**config.mk**
```make
export PLATFORM = sky130hd
export DESIGN_NAME = conv_regs
export DESIGN_NICKNAME = d
export VERILOG_FILES = /design/src/logic/conv_regs_pkg.sv /design/src/logic/conv_regs.sv
export SDC_FILE = /design/constraint.sdc
export NUM_CORES = 1
export LEC_CHECK = 0
export BUFFER_PORTS_ARGS = -buffer_cell sky130_fd_sc_hd__buf_2
export CAP_MARGIN = 20
export CORE_MARGIN = 2
export CORE_UTILIZATION = 45
export DETAILED_ROUTE_END_ITERATION = 10
export PLACE_DENSITY = 0.72
export SLEW_MARGIN = 15
export SYNTH_ARGS = -nofsm -noshare
export SYNTH_HDL_FRONTEND = slang
export SYNTH_SLANG_ARGS = --single-unit
```
**constraint.sdc**
```tcl
create_clock -name clk -period 7.98 [get_ports clk]
set_input_delay 0 -clock clk [delete_from_list [all_inputs] [get_ports clk]]
set_output_delay 0 -clock clk [all_outputs]
set_load 0.03 [all_outputs]
```
**src/logic/conv_regs_pkg.sv**
```systemverilog
// Shared constants and types of the conversion result and timing register slice.
package conv_regs_pkg;

    localparam int ADDR_W = 8;
    localparam int DATA_W = 16;
    localparam int RES_W = 12;
    localparam int TMR_W = 20;

    // Register offsets, one address unit per 16-bit register.
    localparam logic [7:0] ADDR_RESULT_CH3 = 8'h06;
    localparam logic [3:0][7:0] ADDR_IVL = {8'h0B, 8'h0A, 8'h09, 8'h08};
    localparam logic [2:0][7:0] ADDR_SHIFT = {8'h0E, 8'h0D, 8'h0C};
    localparam logic [7:0] ADDR_CTRL = 8'h30;
    localparam logic [7:0] ADDR_IRQ_STS = 8'h31;
    localparam logic [7:0] ADDR_IRQ_MASK = 8'h32;

    // Error flag positions inside the channel 3 result word.
    localparam int UR_BIT = 15;
    localparam int OR_BIT = 14;
    localparam int WD_BIT = 13;
    localparam int AE_BIT = 12;

    // Control register fields.
    localparam int CTRL_RUN_LSB = 0;
    localparam int CTRL_AMP_EN_BIT = 4;

    // Interrupt status fields.
    localparam int STS_DONE_LSB = 0;
    localparam int STS_ERR3_BIT = 4;

    // Reset values.
    localparam logic [15:0] RST_IVL = 16'h0080;
    localparam logic [15:0] RST_SHIFT = 16'h0000;
    localparam logic [11:0] RST_RESULT = 12'h000;
    localparam logic [3:0] RST_FLAGS = 4'h0;
    localparam logic [7:0] RST_CTRL = 8'h00;
    localparam logic [7:0] RST_MASK = 8'h00;

    // Interval arithmetic: counts below the least legal value run as it.
    localparam logic [15:0] IVL_MIN = 16'h0005;
    localparam int IVL_SCALE_SH = 4;

    // Channel 3 results and errors reported by the conversion core.
    typedef struct packed {
        logic valid;
        logic [11:0] data;
        logic under;
        logic over;
        logic wdog;
    } ch3_evt_t;

    typedef struct packed {
        logic [15:0] rdata;
        logic [3:0] flags;
        logic [11:0] result;
        logic [3:0][15:0] ivl;
        logic [2:0][15:0] shift;
        logic [3:0][19:0] tmr;
        logic [3:0] start;
        logic [3:0] done;
        logic [7:0] ctrl;
        logic [7:0] sts;
        logic [7:0] mask;
        logic irq;
        logic [1:0] amp_sync;
    } state_t;

    localparam state_t STATE_RST = '{
        rdata: 16'h0000,
        flags: RST_FLAGS,
        result: RST_RESULT,
        ivl: {4{RST_IVL}},
        shift: {3{RST_SHIFT}},
        tmr: {4{20'h00000}},
        start: 4'h0,
        done: 4'h0,
        ctrl: RST_CTRL,
        sts: 8'h00,
        mask: RST_MASK,
        irq: 1'b0,
        amp_sync: 2'h0
    };

endpackage

```
**src/logic/conv_regs.sv**
```systemverilog
// Result word, conversion interval timers and offset registers of the converter.
//
// The address-and-strobe port is this design's own decision.
`timescale 1ns/100ps
`default_nettype none

// Summary of operation
// Channel 3 under-range sets bit 15 of the result word.
// Channel 3 over-range sets bit 14 of the result word.
// Channel 3 watchdog timeout sets bit 13 of the result word.
// Channel 3 amplitude fault sets bit 12 of the result word.
// Reading the result word clears its error flags; flags reset to zero.
// Result bits 11 to 0 hold the read-only 12-bit result, reset zero.
// Channel 0 interval is 16-bit read/write, resets 0x0080; 0 to 4 reserved.
// A conversion lasts sixteen times the interval in reference clock periods.
// Channels 1 to 3 have their own interval registers, same behaviour.
// Channel 0 offset is 16-bit read/write, resets zero, scaled by 2^-16.
// Channels 1 and 2 have their own offset registers, reset zero.
// Amplitude fault raised if unsettled at conversion start and reporting on.
// A flag stays set until the next read of the result word.
// Channel 3 registers exist only in the four-channel build; channel 2 registers need at least three channels.
module conv_regs #(
    parameter int NUM_CH = 4
) (
    input wire logic clk,
    input wire logic rstn,
    input wire logic [conv_regs_pkg::ADDR_W-1:0] addr,
    input wire logic [conv_regs_pkg::DATA_W-1:0] wdata,
    input wire logic wr,
    input wire logic rd,
    output logic [conv_regs_pkg::DATA_W-1:0] rdata,
    input wire logic [3:0] ref_tick,
    input wire conv_regs_pkg::ch3_evt_t ch3_evt,
    input wire logic amp_unsettled,
    output logic [3:0][15:0] conv_interval,
    output logic [2:0][15:0] freq_shift,
    output logic [3:0] conv_start,
    output logic [3:0] conv_done,
    output logic irq
);
    import conv_regs_pkg::*;

    state_t r;
    state_t n;

    always_comb begin
        logic [15:0] per;
        logic [19:0] last;
        logic [3:0] err_new;
        logic [7:0] sts_set;
        logic [7:0] sts_clr;
        logic rd_res;
        logic ch3_on;
        per = 16'h0000;
        last = 20'h00000;
        err_new = 4'h0;
        sts_set = 8'h00;
        sts_clr = 8'h00;
        n = r;
        ch3_on = (NUM_CH > 3);
        rd_res = rd && (addr == ADDR_RESULT_CH3) && ch3_on;

        // The first stage only feeds the second, so a metastable level stays contained.
        n.amp_sync = {r.amp_sync[0], amp_unsettled};

        // Interval timers run on reference ticks while the channel is enabled.
        n.start = 4'h0;
        n.done = 4'h0;
        for (int c = 0; c < 4; c++) begin
            per = (r.ivl[c] < IVL_MIN) ? IVL_MIN : r.ivl[c];
            last = {per, 4'h0} - 20'h00001;
            if (c >= NUM_CH || !r.ctrl[CTRL_RUN_LSB + c]) begin
                n.tmr[c] = 20'h00000;
            end else if (ref_tick[c]) begin
                if (r.tmr[c] == 20'h00000) begin
                    n.start[c] = 1'b1;
                end
                if (r.tmr[c] >= last) begin
                    n.tmr[c] = 20'h00000;
                    n.done[c] = 1'b1;
                end else begin
                    n.tmr[c] = r.tmr[c] + 20'h00001;
                end
            end
        end

        // Channel 3 error detection.
        if (ch3_on) begin
            err_new[UR_BIT - AE_BIT] = ch3_evt.under;
            err_new[OR_BIT - AE_BIT] = ch3_evt.over;
            err_new[WD_BIT - AE_BIT] = ch3_evt.wdog;
            err_new[0] = n.start[3] && r.ctrl[CTRL_AMP_EN_BIT] && r.amp_sync[1];
            if (ch3_evt.valid) begin
                n.result = ch3_evt.data;
            end
        end

        // A read clears the flags, but an error in the same cycle survives it.
        n.flags = (rd_res ? RST_FLAGS : r.flags) | err_new;

        // Register writes; absent channels ignore them.
        if (wr) begin
            for (int c = 0; c < 4; c++) begin
                if (addr == ADDR_IVL[c] && c < NUM_CH) begin
                    n.ivl[c] = wdata;
                end
            end
            for (int c = 0; c < 3; c++) begin
                if (addr == ADDR_SHIFT[c] && c < NUM_CH) begin
                    n.shift[c] = wdata;
                end
            end
            if (addr == ADDR_CTRL) begin
                n.ctrl = wdata[7:0];
            end
            if (addr == ADDR_IRQ_STS) begin
                sts_clr = wdata[7:0];
            end
            if (addr == ADDR_IRQ_MASK) begin
                n.mask = wdata[7:0];
            end
        end

        // Sticky interrupt status; a new event beats a write-one-to-clear.
        sts_set[STS_DONE_LSB +: 4] = n.done;
        sts_set[STS_ERR3_BIT] = |err_new;
        n.sts = (r.sts & ~sts_clr) | sts_set;
        n.irq = |(n.sts & n.mask);

        // Read data stands for exactly one cycle after the strobe.
        n.rdata = 16'h0000;
        if (rd) begin
            if (rd_res) begin
                n.rdata[UR_BIT] = r.flags[UR_BIT - AE_BIT];
                n.rdata[OR_BIT] = r.flags[OR_BIT - AE_BIT];
                n.rdata[WD_BIT] = r.flags[WD_BIT - AE_BIT];
                n.rdata[AE_BIT] = r.flags[0];
                n.rdata[RES_W-1:0] = r.result;
            end
            for (int c = 0; c < 4; c++) begin
                if (addr == ADDR_IVL[c] && c < NUM_CH) begin
                    n.rdata = r.ivl[c];
                end
            end
            for (int c = 0; c < 3; c++) begin
                if (addr == ADDR_SHIFT[c] && c < NUM_CH) begin
                    n.rdata = r.shift[c];
                end
            end
            if (addr == ADDR_CTRL) begin
                n.rdata = {8'h00, r.ctrl};
            end
            if (addr == ADDR_IRQ_STS) begin
                n.rdata = {8'h00, r.sts};
            end
            if (addr == ADDR_IRQ_MASK) begin
                n.rdata = {8'h00, r.mask};
            end
        end
    end

    always_ff @(posedge clk or negedge rstn) begin
        if (!rstn) begin
            r <= STATE_RST;
        end else begin
            r <= n;
        end
    end

    // The offsets are handed to the core unscaled; it applies the 2^-16 weight.
    assign rdata = r.rdata;
    assign conv_interval = r.ivl;
    assign freq_shift = r.shift;
    assign conv_start = r.start;
    assign conv_done = r.done;
    assign irq = r.irq;

endmodule // conv_regs

`default_nettype wire

```
==> summary.md <==
| Metric | Value |
|---|---|
| Drt first pass iters | 7 |
| #FFs+latches synth | ~260 |
| Rows | 70 |
| Port Buffer Count | 185 |
| Clk Latency, worst-skew pair | approximately 600 ps |
| Status | completed |
| GPL Wtd Cong | between 0.9 and 1 |
| Flop-to-flop setup slack | between 2000 and 3000 ps |
| Ys flop type | dfrtp_1 |
| Unique masters post-synth | 88 |
| Total Wirelength | between 50 and 60 mm |
| Top Layer Used | met4 |
| Initial cell density of the core | 0.453 |
| Drt wl/cell | ~22 um |
| Peak VDD IR | roughly 0.18 mV |
| WP data arrival | between 5000 and 6000 ps |
| Gate Count Post-Synth | about 1700 |
| Die height | between 150 and 200 um |
| Max Cap Violations | 0 |
| Slew at the pin with the worst max-slew slack | 1170 ps |
| Worst hold start | addr[4] |
| LEAKAGE | 8.93 nW |
| Core box area | between 30000 and 40000 sq um |
| Die X | 195 um |
| Clock Tree Buf Depth | 3 |
| Post-route clock skew | between 10 and 15 ps |
| Most frequent cells in the layout | dfrtp_1 (255), nand2_1 (184), buf_2 (184), o21ai_0 (131), mux2_2 (102) |
| Drc violations | 0 |
| Mapped Area | 16400 sq um |
| WHS Endpoint | r[5]$_DFF_PN0_ |
| FF+latch area | roughly 6500 sq um |
| Antenna violations before repair | 1 |
| Area occupied by multi-input gates | 8500 sq um |
| Met2 routed WL | around 23 mm |
| Area Overhead vs Synth | 12.5% |
| R2R depth | 17 |
| Worst path required time | ~8500 ps |
| Post-synth EDFFs | 0 |
| Post-route minimum period | 5260 ps |
| Setup TNS Final | 0 ps |
| Global Route Usage Sum | 0.269 |
| CTS clk-pin slew, worst paths | about 60 ps |
| Num Clock Sinks | approximately 260 |
| Number of global-route vias before repair | ~14000 |
| # nets final | around 1900 |
| Num CTS Buffers | 31 |
| First-pass GRT wire length | 80.1 mm |
| Hold crit path type | input pin to flip-flop |
| Maximum clock frequency | 190 MHz |
| Async S/R FF share, synth | 1.00 |
| Clock root buffer | clkbuf_16 |
| Crit Path Max Fanout | 12 |
| Worst setup SP type | flip-flop |
| Reg-to-reg startpoint | conv_interval[22]$_DFFE_PN0P_ |
| Post-DR vias/cell | 6.11 |
| Pwr dens | roughly 200 nW/um^2 |
| Synth Net Count | 1842 |
| Full die area | approximately 38000 sq um |
| Final hold vios | 0 |
| Slew headroom | 0.214 |
| DPL Wire Length | approximately 37 mm |
| Met1 WL | approximately 21 mm |
| Hold Path Cell Cnt | 5 |
| Final Slew Violations | 0 |
| Setup violators final | 0 |
| Largest net degree at the start of global routing | about 150 |
| Dpl cells | between 2000 and 2500 |
| CTS tree | built |
| Commonest non-fill, non-tap cell in the layout | dfrtp_1 |
| Antenna Nets Post-Route | 0 |
| Worst-path cell chain | or4_1 > nor4b_2 > nand3_1 > nand2_1 > ha_1 > nor3b_1 > nand2_1 > nor4b_1 > xnor2_1 > ha_1 > a21o_1 > a21oi_1 > o32ai_1 > nor4_4 > buf_4 > and2_0 > a22o_1 |
| RSZ-0062 raised after global routing | no |
| Fill cells | between 3000 and 4000 |
| Sequential area share after synthesis | 0.395 |
| Setup bufs post-CTS | 0 |
| Critical Path Sink Type | flip-flop |
| Syn. warnings | 0 |
| Vias | between 10000 and 15000 |
| Max stage delay on crit path | slightly below 700 ps |
| Layout cells sized above 1 | 0.211 |
| PnR Total Power | between 3 and 4 mW |
| Met3 Wirelength | between 4 and 5 mm |
| Iter 0 DRT Violations | approximately 1400 |
| Worst Setup Path Type | flip-flop to flip-flop |
| Diode count | 0 |
| Io pins | between 150 and 200 |
| Grt ovf | 0 |
| Tcrit/Tclk final | 0.659 |
| RR Endpoint | r[58]$_DFFE_PN0P_ |
| CP max stage cell | nor4_4 |
| Syn Area/Cell | 9.57 sq um |
| H-Tree Depth | 1 |
| Non-filler cells, final | about 2300 |
-- Yosys cell counts (25+ instances only) --
master | count | area share
nand3_1 | 60 | 0.018
nand4_1 | 25 | 0.0095
mux2_2 | 102 | 0.070
o21ai_0 | 131 | 0.040
inv_1 | 45 | 0.010
buf_4 | 137 | 0.063
dfrtp_1 | 255 | 0.39
nor4_1 | 36 | 0.014
a21oi_1 | 42 | 0.013
ha_1 | 76 | 0.058
xnor2_1 | 34 | 0.018
a21o_1 | 28 | 0.013
nor3_1 | 37 | 0.011
clkbuf_1 | 47 | 0.011
nor2_1 | 86 | 0.020
nand2_1 | 184 | 0.042
-- stage by stage --
stage / utilization / hold WS, ps / setup WS, ps / instance area [sq um]
finish: 0.510 / 20.2 / 2720 / 18500
global route: 0.510 / 42.4 / 2330 / 18500
CTS: 0.510 / 0.236 / 2450 / 18500
global placement: 0.463 / 112 / 2720 / 16800
detailed placement: 0.463 / 116 / 2460 / 16800
floorplan: - / -296 / 3520 / 16400
-- timing repair --
| action | in CTS | in global routing |
|---|---|---|
| gates resized for setup | 0 | 0 |
| hold endpoints to repair | 327 | 0 |
| hold buffers | 62 | 0 |
-- power breakdown --
group / switching (mW) / internal, mW
logic: 0.431 / 0.284
registers: 0.0658 / 1.36
clock network: 0.604 / 0.908
total: 1.10 / 2.55
-- registers in the layout (all words and copies together), names as in the netlist --
name	count
conv_start	4
irq	1
n	1
conv_interval	64
r	121
freq_shift	48
conv_done	4
rdata	16
-- cells by family (layout without fill, tap and decap cells) --
group	after synthesis	after routing	share of synthesized area
simple gates	573	573	0.179
compound gates	354	354	0.142
flops	259	259	0.395
buf+inv	248	362	0.0890
mux	150	150	0.107
fa+ha+maj	76	76	0.0578
xor+xnor	57	57	0.0304
-- worst max-delay path by stage --
stage,from,to,depth (start not counted)
after floorplan,conv_interval[24]$_DFFE_PN0P_,r[70]$_DFFE_PN0P_,18
after global routing,conv_interval[11]$_DFFE_PN0P_,r[37]$_DFFE_PN0P_,17
final,conv_interval[22]$_DFFE_PN0P_,r[58]$_DFFE_PN0P_,17
after global placement,conv_interval[24]$_DFFE_PN0P_,r[58]$_DFFE_PN0P_,17
after CTS,conv_interval[22]$_DFFE_PN0P_,r[58]$_DFFE_PN0P_,17
after detailed placement,conv_interval[22]$_DFFE_PN0P_,r[58]$_DFFE_PN0P_,17
-- routing by layer --
layer | up-vias | global-route usage
met5 | - | 0
met4 | 0 | 0.128
met3 | 141 | 0.0596
met2 | 672 | 0.414
met1 | 6933 | 0.360
li1 | 6308 | -
-- final cells by class --
type	instances	area share
inverters	45	0.00914
multi-input cells	1210	0.460
clock inverters	18	0.0132
repair buffers	259	0.0897
well taps	468	0.0317
flip-flops and latches	259	0.351
clock buffers	40	0.0454
-- critical path: cells and delay by family (launching register included) --
family | cells | cell delay (ps)
AO/OA/AOI/OAI | 4 | 640
XOR/XNOR | 1 | 110
buffers and inverters | 1 | 310
adder cells (fa/ha/maj) | 2 | 380
flip-flops | 1 | 460
AND/OR/NAND/NOR | 9 | 3260
No activity file was read; power rests on OpenSTA's default activity.
